### src/hw/brake_stop_pkg.sv
// Shared constants and types for the brake and controlled-stop supervisor.
package brake_stop_pkg;
   localparam int          CLK_HZ          = 20_000_000;
   localparam int          UC_TIME_MS      = 100;
   localparam int          UC_CYCLES       = UC_TIME_MS * (CLK_HZ / 1000);
   localparam int          DIAG_TIME_MS    = 6;
   localparam int          DIAG_CYCLES     = DIAG_TIME_MS * (CLK_HZ / 1000);
   localparam int          TICK_TIME_US    = 1000;
   localparam int          TICK_CYCLES     = TICK_TIME_US * (CLK_HZ / 1_000_000);
   localparam int          PULSE_TIME_US   = 100;
   localparam int          PULSE_CYCLES    = PULSE_TIME_US * (CLK_HZ / 1_000_000);
   localparam logic [15:0] OC_LIMIT_MA     = 16'h0ce4;
   localparam logic [15:0] UC_LIMIT_MA     = 16'h0064;
   localparam int          SUPPLY_NOM_MV   = 24000;
   localparam int          SUPPLY_TOL_PCT  = 10;
   localparam logic [15:0] SUPPLY_MIN_MV   = 16'(SUPPLY_NOM_MV * (100 - SUPPLY_TOL_PCT) / 100);
   localparam logic [15:0] SUPPLY_MAX_MV   = 16'(SUPPLY_NOM_MV * (100 + SUPPLY_TOL_PCT) / 100);
   localparam logic [8:0]  ADDR_CTRL       = 9'h000;
   localparam logic [8:0]  ADDR_PT_PERIOD  = 9'h004;
   localparam logic [8:0]  ADDR_STATUS     = 9'h008;
   localparam logic [8:0]  ADDR_ERROR      = 9'h00c;
   localparam logic [8:0]  ADDR_SET_BASE   = 9'h040;
   localparam logic [8:0]  ADDR_SET_END    = 9'h140;
   localparam logic [3:0]  SET_BASE_BLK    = 4'h2;
   localparam int          CTRL_COUPLE     = 0;
   localparam int          CTRL_MEAS       = 1;
   localparam int          CTRL_BUS        = 2;
   localparam logic [2:0]  CTRL_RESET      = 3'h2;
   localparam logic [15:0] PT_PERIOD_RESET = 16'h03e8;
   localparam int          ST_SUPPLY       = 0;
   localparam int          ST_BRAKE_OPEN   = 2;
   localparam int          ST_STOP         = 3;
   localparam int          ST_TORQUE_OFF   = 4;
   localparam int          ERR_OC          = 0;
   localparam int          ERR_UC          = 1;
   localparam int          ERR_SUPPLY      = 2;
   localparam int          ERR_PULSE       = 3;
   localparam int          ERR_SAFE        = 4;
   localparam int          ERR_W           = 5;
   localparam int          NUM_SETS        = 8;
   localparam int          NUM_FIELDS      = 6;
   localparam int          F_TYPE          = 0;
   localparam int          F_DECEL         = 1;
   localparam int          F_TOL_NEG       = 2;
   localparam int          F_TOL_POS       = 3;
   localparam int          F_WINDOW        = 4;
   localparam int          F_T_TIME        = 5;
   localparam logic [15:0] DECEL_RESET     = 16'h0001;
   localparam int          TYPE_RAMP       = 0;
   localparam int          TYPE_TIMED      = 1;
   typedef enum logic [1:0] {SEQ_IDLE = 2'b00, SEQ_RUN = 2'b01, SEQ_HALT = 2'b10} seq_state_t;
   typedef enum logic [1:0] {PT_WAIT = 2'b00, PT_HS_OFF = 2'b01, PT_LS_OFF = 2'b10} pt_state_t;
endpackage

### src/hw/stop_if.sv
// Signals between the supervisor and its controlled-stop sequencer.
interface stop_if;
   logic               demand;
   logic               tick;
   logic signed [15:0] speed;
   logic [2:0]         index_req;
   logic [2:0]         sel_index;
   logic [15:0]        stype;
   logic [15:0]        decel;
   logic [15:0]        tol_neg;
   logic [15:0]        tol_pos;
   logic [15:0]        window;
   logic [15:0]        t_time;
   logic               active;
   logic               torque_off;
   modport seq (input demand, tick, speed, index_req, stype, decel, tol_neg, tol_pos,
                window, t_time, output sel_index, active, torque_off);
   modport ctl (output demand, tick, speed, index_req, stype, decel, tol_neg, tol_pos,
                window, t_time, input sel_index, active, torque_off);
endinterface

### src/hw/brake_and_stop_supervisor.sv
// Brake output supervision and controlled-stop supervisor with Avalon-MM registers.
// Overview of operation
// - Brake current is measured while the brake is released; flags derive from it.
// - Current above 3.3 A raises the overcurrent error.
// - Current below 100 mA raises only a warning, never the safe state.
// - An undercurrent may take up to 100 ms before it is reported.
// - An undercurrent never removes torque by itself; the drive side must act.
// - Brake supply outside 24 V +-10 % sets status bit 0 and an error.
// - While released, both switches are pulsed off at the set interval and read back.
// - Pulse test finds shorts to supply or ground and enters the safe state.
// - Each brake output diagnosis finishes within 6 ms.
// - With coupling on, brake closes the moment a stop reaches torque off.
// - Measurement enable gates current checks; overcurrent then forces the safe state.
// - Controlled stop offers ramp-monitored and timed variants, selectable singly or together.
// - Eight limit sets exist; an index input selects the active one.
// - Stop is left only with both channels energised or via the safe bus.
// - Status bit 3 shows the controlled stop as active.
// - Stop activation and release take effect within 4 ms.
// - Only the block's own parameters shape the stop behaviour.
// - Each set holds type, deceleration, tolerances, window and delay; deceleration resets nonzero.
// - A stop keeps torque while braking and removes it when its variant finishes, or at once with none selected.
// - Status bit 2 shows the brake open, possible only once brake control allows.
// - Ramp variant removes torque when speed leaves tolerance longer than the window.
// - Timed variant removes torque when its delay expires, without checking speed.
// - With both variants, whichever finishes first removes torque.
module brake_and_stop_supervisor #(
   parameter int UC_CYC   = brake_stop_pkg::UC_CYCLES,
   parameter int DIAG_CYC = brake_stop_pkg::DIAG_CYCLES,
   parameter int TICK_CYC = brake_stop_pkg::TICK_CYCLES
) (
   input  wire logic        clock_i,
   input  wire logic        rst_n_i,
   input  wire logic [8:0]  address_i,
   input  wire logic        read_i,
   input  wire logic        write_i,
   input  wire logic [31:0] writedata_i,
   output logic      [31:0] readdata_o,
   output logic             waitrequest_o,
   input  wire logic        ch_a_i,
   input  wire logic        ch_b_i,
   input  wire logic        bus_stop_i,
   input  wire logic [2:0]  stop_index_i,
   input  wire logic [15:0] speed_i,
   input  wire logic        brake_release_i,
   input  wire logic [15:0] current_ma_i,
   input  wire logic [15:0] supply_mv_i,
   input  wire logic        hs_fb_i,
   input  wire logic        ls_fb_i,
   output logic             brake_hs_o,
   output logic             brake_ls_o,
   output logic             torque_off_o,
   output logic             stop_active_o
);
   stop_if sq ();

   logic [3:0]                sync1;
   logic [3:0]                sync2;
   logic [2:0]                ctrl;
   logic [15:0]               pt_period;
   logic [15:0]               params [brake_stop_pkg::NUM_SETS][brake_stop_pkg::NUM_FIELDS];
   logic [brake_stop_pkg::ERR_W-1:0] err;
   logic [brake_stop_pkg::ERR_W-1:0] set_ev;
   logic [brake_stop_pkg::ERR_W-1:0] clr;
   logic [5:0]                status;
   logic [31:0]               next_rdata;
   logic [16:0]               tick_cnt;
   logic                      tick;
   logic [15:0]               iv_cnt;
   logic [11:0]               pulse_cnt;
   logic [16:0]               diag_cnt;
   logic [21:0]               uc_cnt;
   brake_stop_pkg::pt_state_t pt_state;
   logic                      brake_open;
   logic                      sup_bad_r;
   logic                      ch_a;
   logic                      ch_b;
   logic                      fb_hs;
   logic                      fb_ls;
   logic                      wr_go;
   logic                      in_set;
   logic [2:0]                set_idx;
   logic [2:0]                set_fld;
   logic                      safe_state;
   logic                      to_now;
   logic                      open_now;
   logic                      oc_ev;
   logic                      uc_cond;
   logic                      uc_ev;
   logic                      sup_bad;
   logic                      pt_go;
   logic                      pulse_end;
   logic                      pt_fault;

   // The channel and switch feedback pins settle through two flops before any use.
   // The channels reset to energised, so leaving reset is not taken for a stop demand.
   always_ff @(posedge clock_i) begin
      if (!rst_n_i) begin
         sync1 <= 4'hc;
         sync2 <= 4'hc;
      end else begin
         sync1 <= {ch_a_i, ch_b_i, hs_fb_i, ls_fb_i};
         sync2 <= sync1;
      end
   end
   assign {ch_a, ch_b, fb_hs, fb_ls} = sync2;

   // Bus slave: one wait cycle, then the request is taken.
   assign wr_go   = write_i && !waitrequest_o;
   assign set_fld = address_i[4:2];
   assign set_idx = 3'(address_i[8:5] - brake_stop_pkg::SET_BASE_BLK);
   assign in_set  = address_i >= brake_stop_pkg::ADDR_SET_BASE
                    && address_i < brake_stop_pkg::ADDR_SET_END
                    && set_fld < 3'(brake_stop_pkg::NUM_FIELDS)
                    && address_i[1:0] == 2'b00;

   always_ff @(posedge clock_i) begin
      if (!rst_n_i) begin
         waitrequest_o <= 1'b1;
      end else begin
         waitrequest_o <= !((read_i || write_i) && waitrequest_o);
      end
   end

   always_ff @(posedge clock_i) begin
      if (!rst_n_i) begin
         readdata_o <= 32'h0000_0000;
      end else if (read_i && waitrequest_o) begin
         readdata_o <= next_rdata;
      end
   end

   always_comb begin
      status = 6'h00;
      status[brake_stop_pkg::ST_SUPPLY]     = sup_bad_r;
      status[brake_stop_pkg::ST_BRAKE_OPEN] = brake_open;
      status[brake_stop_pkg::ST_STOP]       = stop_active_o;
      status[brake_stop_pkg::ST_TORQUE_OFF] = torque_off_o;
      next_rdata = 32'h0000_0000;
      if (in_set) begin
         next_rdata = {16'h0000, params[set_idx][set_fld]};
      end else begin
         unique case (address_i)
            brake_stop_pkg::ADDR_CTRL:      next_rdata = {29'h0, ctrl};
            brake_stop_pkg::ADDR_PT_PERIOD: next_rdata = {16'h0000, pt_period};
            brake_stop_pkg::ADDR_STATUS:    next_rdata = {26'h0, status};
            brake_stop_pkg::ADDR_ERROR:     next_rdata = {27'h0, err};
            default:                        next_rdata = 32'h0000_0000;
         endcase
      end
   end

   always_ff @(posedge clock_i) begin
      if (!rst_n_i) begin
         ctrl      <= brake_stop_pkg::CTRL_RESET;
         pt_period <= brake_stop_pkg::PT_PERIOD_RESET;
      end else if (wr_go && address_i == brake_stop_pkg::ADDR_CTRL) begin
         ctrl <= writedata_i[2:0];
      end else if (wr_go && address_i == brake_stop_pkg::ADDR_PT_PERIOD) begin
         pt_period <= writedata_i[15:0];
      end
   end

   for (genvar g = 0; g < brake_stop_pkg::NUM_SETS; g++) begin : g_set
      always_ff @(posedge clock_i) begin
         if (!rst_n_i) begin
            for (int f = 0; f < brake_stop_pkg::NUM_FIELDS; f++) begin
               params[g][f] <= (f == brake_stop_pkg::F_DECEL) ?
                               brake_stop_pkg::DECEL_RESET : 16'h0000;
            end
         end else if (wr_go && in_set && set_idx == 3'(g)) begin
            params[g][set_fld] <= writedata_i[15:0];
         end
      end
   end

   // Millisecond tick paces the pulse-test interval and the stop timers.
   always_ff @(posedge clock_i) begin
      if (!rst_n_i || tick_cnt == 17'(TICK_CYC - 1)) begin
         tick_cnt <= 17'h0;
         tick     <= rst_n_i;
      end else begin
         tick_cnt <= tick_cnt + 17'h1;
         tick     <= 1'b0;
      end
   end

   // Current checks only while released and with measurement enabled.
   assign oc_ev   = ctrl[brake_stop_pkg::CTRL_MEAS] && brake_open
                    && current_ma_i > brake_stop_pkg::OC_LIMIT_MA;
   assign uc_cond = ctrl[brake_stop_pkg::CTRL_MEAS] && brake_open
                    && current_ma_i < brake_stop_pkg::UC_LIMIT_MA;
   assign uc_ev   = uc_cond && uc_cnt == 22'(UC_CYC - 1);
   assign sup_bad = supply_mv_i < brake_stop_pkg::SUPPLY_MIN_MV
                    || supply_mv_i > brake_stop_pkg::SUPPLY_MAX_MV;

   // A slowly rising coil current must stay low for the whole window to count.
   always_ff @(posedge clock_i) begin
      if (!rst_n_i || !uc_cond) begin
         uc_cnt <= 22'h0;
      end else if (!uc_ev) begin
         uc_cnt <= uc_cnt + 22'h1;
      end
   end

   always_ff @(posedge clock_i) begin
      if (!rst_n_i) begin
         sup_bad_r <= 1'b0;
      end else begin
         sup_bad_r <= sup_bad;
      end
   end

   // Error flags are write-one-to-clear; a new event wins over the clear.
   always_comb begin
      set_ev = '0;
      set_ev[brake_stop_pkg::ERR_OC]     = oc_ev;
      set_ev[brake_stop_pkg::ERR_UC]     = uc_ev;
      set_ev[brake_stop_pkg::ERR_SUPPLY] = sup_bad;
      set_ev[brake_stop_pkg::ERR_PULSE]  = pt_fault;
      set_ev[brake_stop_pkg::ERR_SAFE]   = oc_ev || pt_fault;
      clr = (wr_go && address_i == brake_stop_pkg::ADDR_ERROR) ?
            writedata_i[brake_stop_pkg::ERR_W-1:0] : '0;
   end

   always_ff @(posedge clock_i) begin
      if (!rst_n_i) begin
         err <= '0;
      end else begin
         err <= (err & ~clr) | set_ev;
      end
   end
   assign safe_state = err[brake_stop_pkg::ERR_SAFE];

   // Pulse test: both switches read on, high side off, then low side off.
   // Starting at mid-tick gives a switch just turned back on time to read back high.
   assign pt_go     = pt_state == brake_stop_pkg::PT_WAIT && brake_open
                      && iv_cnt != 16'h0 && iv_cnt >= pt_period
                      && tick_cnt == 17'(TICK_CYC / 2);
   assign pulse_end = pulse_cnt == 12'(brake_stop_pkg::PULSE_CYCLES - 1);
   assign pt_fault  = (pt_go && !(fb_hs && fb_ls))
                      || (pt_state == brake_stop_pkg::PT_HS_OFF && pulse_end && fb_hs)
                      || (pt_state == brake_stop_pkg::PT_LS_OFF && pulse_end && fb_ls);

   always_ff @(posedge clock_i) begin
      if (!rst_n_i || !brake_open || pt_state != brake_stop_pkg::PT_WAIT) begin
         iv_cnt <= 16'h0;
      end else if (tick && iv_cnt != 16'hffff) begin
         iv_cnt <= iv_cnt + 16'h1;
      end
   end

   always_ff @(posedge clock_i) begin
      if (!rst_n_i || pt_state == brake_stop_pkg::PT_WAIT || pulse_end) begin
         pulse_cnt <= 12'h0;
      end else begin
         pulse_cnt <= pulse_cnt + 12'h1;
      end
   end

   always_ff @(posedge clock_i) begin
      if (!rst_n_i || pt_state == brake_stop_pkg::PT_WAIT) begin
         diag_cnt <= 17'h0;
      end else begin
         diag_cnt <= diag_cnt + 17'h1;
      end
   end

   always_ff @(posedge clock_i) begin
      if (!rst_n_i) begin
         pt_state <= brake_stop_pkg::PT_WAIT;
      end else begin
         unique case (pt_state)
            brake_stop_pkg::PT_WAIT: begin
               if (pt_go && !pt_fault) pt_state <= brake_stop_pkg::PT_HS_OFF;
            end
            brake_stop_pkg::PT_HS_OFF: begin
               if (!brake_open || (pulse_end && pt_fault)) begin
                  pt_state <= brake_stop_pkg::PT_WAIT;
               end else if (pulse_end) begin
                  pt_state <= brake_stop_pkg::PT_LS_OFF;
               end
            end
            brake_stop_pkg::PT_LS_OFF: begin
               if (!brake_open || pulse_end) pt_state <= brake_stop_pkg::PT_WAIT;
            end
            default: pt_state <= brake_stop_pkg::PT_WAIT;
         endcase
      end
   end

   // Controlled stop: demand from the two channels or from the safe bus.
   assign sq.demand    = ctrl[brake_stop_pkg::CTRL_BUS] ? bus_stop_i : !(ch_a && ch_b);
   assign sq.tick      = tick;
   assign sq.speed     = speed_i;
   assign sq.index_req = stop_index_i;
   assign sq.stype     = params[sq.sel_index][brake_stop_pkg::F_TYPE];
   assign sq.decel     = params[sq.sel_index][brake_stop_pkg::F_DECEL];
   assign sq.tol_neg   = params[sq.sel_index][brake_stop_pkg::F_TOL_NEG];
   assign sq.tol_pos   = params[sq.sel_index][brake_stop_pkg::F_TOL_POS];
   assign sq.window    = params[sq.sel_index][brake_stop_pkg::F_WINDOW];
   assign sq.t_time    = params[sq.sel_index][brake_stop_pkg::F_T_TIME];

   stop_sequencer u_seq (
      .clock_i (clock_i),
      .rst_n_i (rst_n_i),
      .s       (sq.seq)
   );

   // Torque removal and brake closing switch together on a safe state, and on a stop only with coupling on.
   assign to_now   = safe_state || sq.torque_off;
   assign open_now = brake_release_i && !safe_state
                     && !(ctrl[brake_stop_pkg::CTRL_COUPLE] && sq.torque_off);

   always_ff @(posedge clock_i) begin
      if (!rst_n_i) begin
         torque_off_o  <= 1'b0;
         stop_active_o <= 1'b0;
         brake_open    <= 1'b0;
         brake_hs_o    <= 1'b0;
         brake_ls_o    <= 1'b0;
      end else begin
         torque_off_o  <= to_now;
         stop_active_o <= sq.active;
         brake_open    <= open_now;
         brake_hs_o    <= open_now && pt_state != brake_stop_pkg::PT_HS_OFF;
         brake_ls_o    <= open_now && pt_state != brake_stop_pkg::PT_LS_OFF;
      end
   end
endmodule

### src/hw/stop_sequencer.sv
// Controlled-stop sequencer with ramp-monitored and timed variants.
module stop_sequencer (
   input wire logic clock_i,
   input wire logic rst_n_i,
   stop_if.seq      s
);
   brake_stop_pkg::seq_state_t state;
   logic [2:0]  idx;
   logic [15:0] mag;
   logic [15:0] elapsed;
   logic [15:0] env;
   logic [15:0] dev;
   logic [16:0] env_hi;
   logic [16:0] mag_lo;
   logic        outside;
   logic        ramp_done;
   logic        timed_done;
   logic        stop_done;

   assign mag     = s.speed[15] ? 16'(-s.speed) : 16'(s.speed);
   assign env_hi  = {1'b0, env} + {1'b0, s.tol_pos};
   assign mag_lo  = {1'b0, mag} + {1'b0, s.tol_neg};
   assign outside = ({1'b0, mag} > env_hi) || (mag_lo < {1'b0, env});
   assign ramp_done  = s.stype[brake_stop_pkg::TYPE_RAMP]
                       && (dev > s.window || mag == 16'h0000);
   assign timed_done = s.stype[brake_stop_pkg::TYPE_TIMED] && elapsed >= s.t_time;
   // With no variant selected the stop fails safe at once.
   assign stop_done  = ramp_done || timed_done
                       || s.stype[1:0] == 2'b00;

   always_ff @(posedge clock_i) begin
      if (!rst_n_i) begin
         state <= brake_stop_pkg::SEQ_IDLE;
      end else begin
         unique case (state)
            brake_stop_pkg::SEQ_IDLE: if (s.demand) state <= brake_stop_pkg::SEQ_RUN;
            brake_stop_pkg::SEQ_RUN: begin
               if (!s.demand) begin
                  state <= brake_stop_pkg::SEQ_IDLE;
               end else if (stop_done) begin
                  state <= brake_stop_pkg::SEQ_HALT;
               end
            end
            brake_stop_pkg::SEQ_HALT: if (!s.demand) state <= brake_stop_pkg::SEQ_IDLE;
            default: state <= brake_stop_pkg::SEQ_IDLE;
         endcase
      end
   end

   always_ff @(posedge clock_i) begin
      if (!rst_n_i) begin
         idx <= 3'h0;
      end else if (state == brake_stop_pkg::SEQ_IDLE && s.demand) begin
         idx <= s.index_req;
      end
   end

   always_ff @(posedge clock_i) begin
      if (!rst_n_i || state == brake_stop_pkg::SEQ_IDLE) begin
         env     <= rst_n_i ? mag : 16'h0000;
         elapsed <= 16'h0000;
         dev     <= 16'h0000;
      end else if (s.tick) begin
         elapsed <= elapsed + 16'(elapsed != 16'hffff);
         env     <= (env > s.decel) ? env - s.decel : 16'h0000;
         if (outside) begin
            dev <= dev + 16'(dev != 16'hffff);
         end else if (dev != 16'h0000) begin
            dev <= dev - 16'h0001;
         end
      end
   end

   assign s.sel_index  = idx;
   assign s.active     = state != brake_stop_pkg::SEQ_IDLE;
   assign s.torque_off = state == brake_stop_pkg::SEQ_HALT;
endmodule

### config.mk
export PLATFORM = sky130hd
export DESIGN_NAME = brake_and_stop_supervisor
export DESIGN_NICKNAME = d
export VERILOG_FILES = /design/src/hw/brake_stop_pkg.sv /design/src/hw/stop_if.sv /design/src/hw/brake_and_stop_supervisor.sv /design/src/hw/stop_sequencer.sv
export SDC_FILE = /design/constraint.sdc
export NUM_CORES = 2
export LEC_CHECK = 0
export BUFFER_PORTS_ARGS = -buffer_cell sky130_fd_sc_hd__buf_2
export CAP_MARGIN = 20
export CORE_ASPECT_RATIO = 1.75
export CORE_MARGIN = 8
export CORE_UTILIZATION = 57
export CTS_CLUSTER_DIAMETER = 120
export DETAILED_ROUTE_END_ITERATION = 6
export PLACE_DENSITY_LB_ADDON = 0.25
export SYNTH_ARGS = -nofsm -noshare
export SYNTH_HDL_FRONTEND = slang
export SYNTH_HIERARCHICAL = 1
export SYNTH_SLANG_ARGS = --single-unit
### constraint.sdc
create_clock -name clock_i -period 8.2 [get_ports clock_i]
set_input_delay 0.41 -clock clock_i [delete_from_list [all_inputs] [get_ports clock_i]]
set_output_delay 0.41 -clock clock_i [all_outputs]
set_load 0.05 [all_outputs]
; ---- Word level (Yosys, flattened, before mapping)
; Memories as Yosys holds them, arrays and structs flattened. A register that Yosys moved wholly into a read port is not among the register bits.
; Index checks and enable logic that the tools add are counted.
[word_totals]
word_cells = 1766
regBits = 194
output_inout_bits = 37
ramBits = 768
memories = 1
inputBits = 102
[mem_list]
columns = memory, depth, width, rd, rd_clocked_by_memory_dff, wr, line_no
row1 = params, 8, 96, 2, 1, 8, brake_and_stop_supervisor.sv:60  ; logic [15:0] params [brake_stop_pkg::NUM_SETS][brake_stop_pkg::NUM_FIELDS];
[classes]
eq_ne = 29
n_mux = 821
reduce_logical = 91
n_addsub = 12
order_cmp = 15
bitwise_logic = 773
[ops]
columns = operator, n
row1 = two-way mux 1 bit, 786
row2 = two-way mux 96 bit, 8
row3 = bitwise OR 1 bit, 768
row4 = two-way mux 16 bit, 11
row5 = case mux 16 bit (4 select lines), 1
row6 = binary-select mux 16 bit (select 3 bit), 1
row7 = demux 16 bit (select 3 bit), 1
row8 = "inequality test 16 bit, second input constant", 3
row9 = logical AND 1 bit, 45
row10 = adder 16 x 16 -> 17 bit, 2
row11 = adder 16 x 1 -> 16 bit, 2
row12 = greater-or-equal comparator 16 bit, 2
row13 = > comparator 16 bit, 2
row14 = nonzero test 16 bit, 2
row15 = "adder 22 x 1 -> 22 bit, second input constant", 1
row16 = "equality test 22 x 21 -> 1 bit, second input constant", 1
row17 = logical OR 1 bit, 19
row18 = "equality test 9 x 4 -> 1 bit, second input constant", 2
row19 = "adder 17 x 1 -> 17 bit, second input constant", 1
row20 = "equality test 17 x 14 -> 1 bit, second input constant", 1
row21 = "equality test 17 x 15 -> 1 bit, second input constant", 1
row22 = > comparator 16 x 17 -> 1 bit, 1
row23 = < comparator 17 x 16 -> 1 bit, 1
row24 = "adder 16 x 1 -> 16 bit, second input constant", 1
row25 = 42 further kinds, 78

; ---- Depth between registers and ports, before layout
[depth]
word_depth = 12
depth_mapped = 35

; ---- Hierarchy
; The synthesis kept the hierarchy.
[modules_own_cells]
columns = mod, cells_each, seq_area_each_um2, instances, area_per_inst_um2
row1 = brake_and_stop_supervisor, 3495, 25564.5, 1, 46980.1
row2 = stop_sequencer, 849, 1221.2, 1, 6796.5

; ---- Least setup slack after synthesis
; Ideal clock, no wire load.
[synth_timing]
path_type = reg2reg
start = reg u_seq/s.sel_index[0] (netlist name)
end = reg u_seq.dev[15]
setup_slack_ns = 0.255
stages_incl_launch_ff = 33
synth_period_minus_slack_ns = 7.945
setup_time_ns = 0.124
arrival_ns = 7.821
cell_sequence = dfxtp_1 > clkbuf_1 > clkbuf_1 > buf_1 > mux4_2 > mux2_2 > ha_1 > fa_1 > a21o_1 > a21oi_1 > o21ai_0 > a41oi_1 > o21ai_0 > a21o_1 > a21oi_1 > xnor2_1 > ha_1 > a21oi_1 > o22ai_1 > a2111oi_0 > o31ai_1 > o22ai_1 > inv_1 > ha_1 > and2_1 > a221o_1 > a31oi_1 > nand2_1 > a221oi_1 > o21ai_0 > and3_1 > o21ai_0 > o31ai_1
[synth_lines]
columns = element, line_no
row1 = end signal: assignment, stop_sequencer.sv:67  ; dev <= dev + 16'(dev != 16'hffff);
row2 = end signal: assignment, stop_sequencer.sv:69  ; dev <= dev - 16'h0001;
row3 = end: declaration, stop_sequencer.sv:12  ; logic [15:0] dev;

==> results.py <==
metrics = {
    "outcome": {
        "status": "completed",
    },
    "floorplanning": {
        "die_w_um": 246.5,
        "die_h_um": 419.3,
        "core_area_um2": 92590,
        "die-area_um2": 103300,
        "pin_count": 139,
        "start_util": 0.5722,
        "fp-row-count": 148,
    },
    "clocking": {
        "cts_tree": "built",
        "cts.sinks": 946,
        "numCtsBuffers": 88,
        "htreeDepth": 3,
        "clk_pin_slew_worst_paths_ns": 0.06,
        "clk_latency_ns": 0.69,
        "clockBufferDepth": 3,
        "clockRootBuffer": "clkbuf_16",
    },
    "route": {
        "vias_per_cell": 6.609,
        "wl_mm": 162.1,
        "wire_per_inst_um": 28.87,
        "first_pass_iters": 6,
        "remaining_drc_errors": 0,
        "antenna_left": 0,
        "drtIter0Drc": 3559,
        "vias": 37120,
    },
    "final_layout": {
        "final_cells": 5617,
        "area_growth_pct": 9.402,
        "drive_gt1_frac": 0.1930,
        "design_area_um2": 57960,
        "final_nets": 4602,
    },
    "global_routing": {
        "grt-ovfl-total": 0,
        "top_usage_layer": "met2",
        "use_met1": 0.3288,
        "use_met2": 0.5325,
        "gr-usage-met3": 0.06692,
        "grt_max_degree": 87,
        "grt_pass1_wl_mm": 238.4,
        "grt_antenna_before_repair": 6,
        "grt_pass1_vias": 37860,
        "track_usage": 0.3118,
    },
    "sta": {
        "timing.hold.ws_ns": 0.04769,
        "setup_tns_ns": 0,
        "setup_viol": 0,
        "skew_ns": 0.02747,
        "rsz0062_at_grt": "false",
        "fmax_mhz": 130.2,
        "fin_crit_ns": 7.678,
        "post-route-period-util": 0.9363,
        "slew_viol_final": 0,
        "slew_headroom": 0.1932,
        "hold_viol": 0,
        "worstMarginPinSlew_ns": 1.198,
    },
    "critical_path": {
        "crit_buf_inv": 4,
        "crit_slowest_cell": "mux4_2",
        "slowest_delay_ns": 0.58,
        "worstPathMaxFanout": 18,
        "worst_ep_required_time_ns": 8.76,
        "arrival_ns": 8.23,
        "critical-path-top-delay-family": "compound AO/OA/AOI/OAI gates",
        "setup.worst_path.end_class": "flop",
        "path_common_cell": "o21ai_0",
        "path_class": "reg2reg",
        "critPathLaunchType": "flop",
    },
    "yosys": {
        "synth_area_um2": 52980,
        "syn_inst": 4299,
        "syn_area_per_cell_um2": 12.32,
        "yosys_warnings": 6,
    },
    "power": {
        "powerDensity_nw_per_um2": 197.4,
        "leakage_nw": 21.41,
        "vdd_ir_drop_max_v": 0.0001814,
    },
    "placed_design": {
        "place.gp.congestion": 0.9667,
        "portBuffers": 106,
        "dp_cells": 5426,
        "hpwl_mm": 111.4,
        "placed_area_um2": 54870,
    },
    "hold_path": {
        "hold_class": "in2reg",
    },
    "run": {
        "drv_cap": 0,
    },
}
==> sequential cells by signal, indices dropped and copies added (netlist names), 16 cells and up <==
register       cells
iv_cnt            16
params           768
pt_period         16
readdata_o        16
tick_cnt          17
u_seq/dev         16
u_seq/elapsed     16
u_seq/env         16
uc_cnt            22
==> final cells by class <==
cell class / instances / area, um^2
inverters: 130 / 489.2
multi-input cells: 2903 / 24450
well taps: 1200 / 1501
diodes: 7 / 17.52
fillers: 7108 / 34630
repair buffers: 269 / 1867
clock inverters: 47 / 451.7
flip-flops and latches: 946 / 26800
clock buffers: 115 / 2389
==> cell usage in the layout (no fill, tap or decap), types with 69 or more instances in the layout <==
cell type	count
mux2_2	111
and2_1	775
a21oi_1	158
nand2_1	182
inv_1	128
mux2i_1	69
clkbuf_16	91
dfxtp_1	159
buf_4	146
mux4_2	309
ha_1	157
buf_2	104
o21ai_0	99
edfxtp_1	784
nor2_1	232
==> metrics by stage <==
stage | setup slack, ns | utilization | total power [W]
global route | 0.001448 | 0.6258 | 0.01176
floorplan | 0.3198 | - | 0.006716
finish | 0.5223 | 0.6260 | 0.01144
detailed placement | 0.1121 | 0.5926 | 0.007342
global placement | 0.2269 | 0.5922 | 0.007303
CTS | 0.1112 | 0.6243 | 0.01142
==> path summary, 6_finish.rpt <==
path,from,endpoint,slack [ns],cells past startpoint
setup / recovery,u_seq/s.sel_index[0],u_seq/dev[15],0.52,30
hold / removal,supply_mv_i[15],sup_bad_r,0.05,3
setup reg to reg,u_seq/s.sel_index[0],u_seq/dev[15],0.52,30
hold reg to reg,sync1[2],sync2[2],0.41,1
==> report_power, final <==
group | internal (W) | total (W) | switching [W] | leakage, nW
combinational | 0.000721 | 0.00187 | 0.00115 | 10.6
sequential | 0.00534 | 0.00544 | 0.0000999 | 9.39
clock | 0.00229 | 0.00413 | 0.00185 | 1.39
==> routing by layer <==
metal,vias up,wire length (um)
met5,-,11
met4,2,15310
met3,605,14350
met2,2109,80670
met1,18410,51800
li1,15990,-
==> timing repair <==
item                                    4_1_cts  5_1_grt
endpoints found under the setup margin        0        4
setup buffers                                 0        6
gates resized for setup                       0        7
endpoints found under the hold margin         9        0
hold buffers                                 10        0
==> worst register-to-register path: cells and delay by family (launching register included) <==
family          cells  cell delay [ns]
flops               1             0.45
xor+xnor            1             0.14
compound gates     17             3.85
fa+ha+maj           3             0.97
buf+inv             4             0.76
mux                 2             0.92
simple gates        3             0.46
Note: power is estimated with default switching activity, not from simulation.
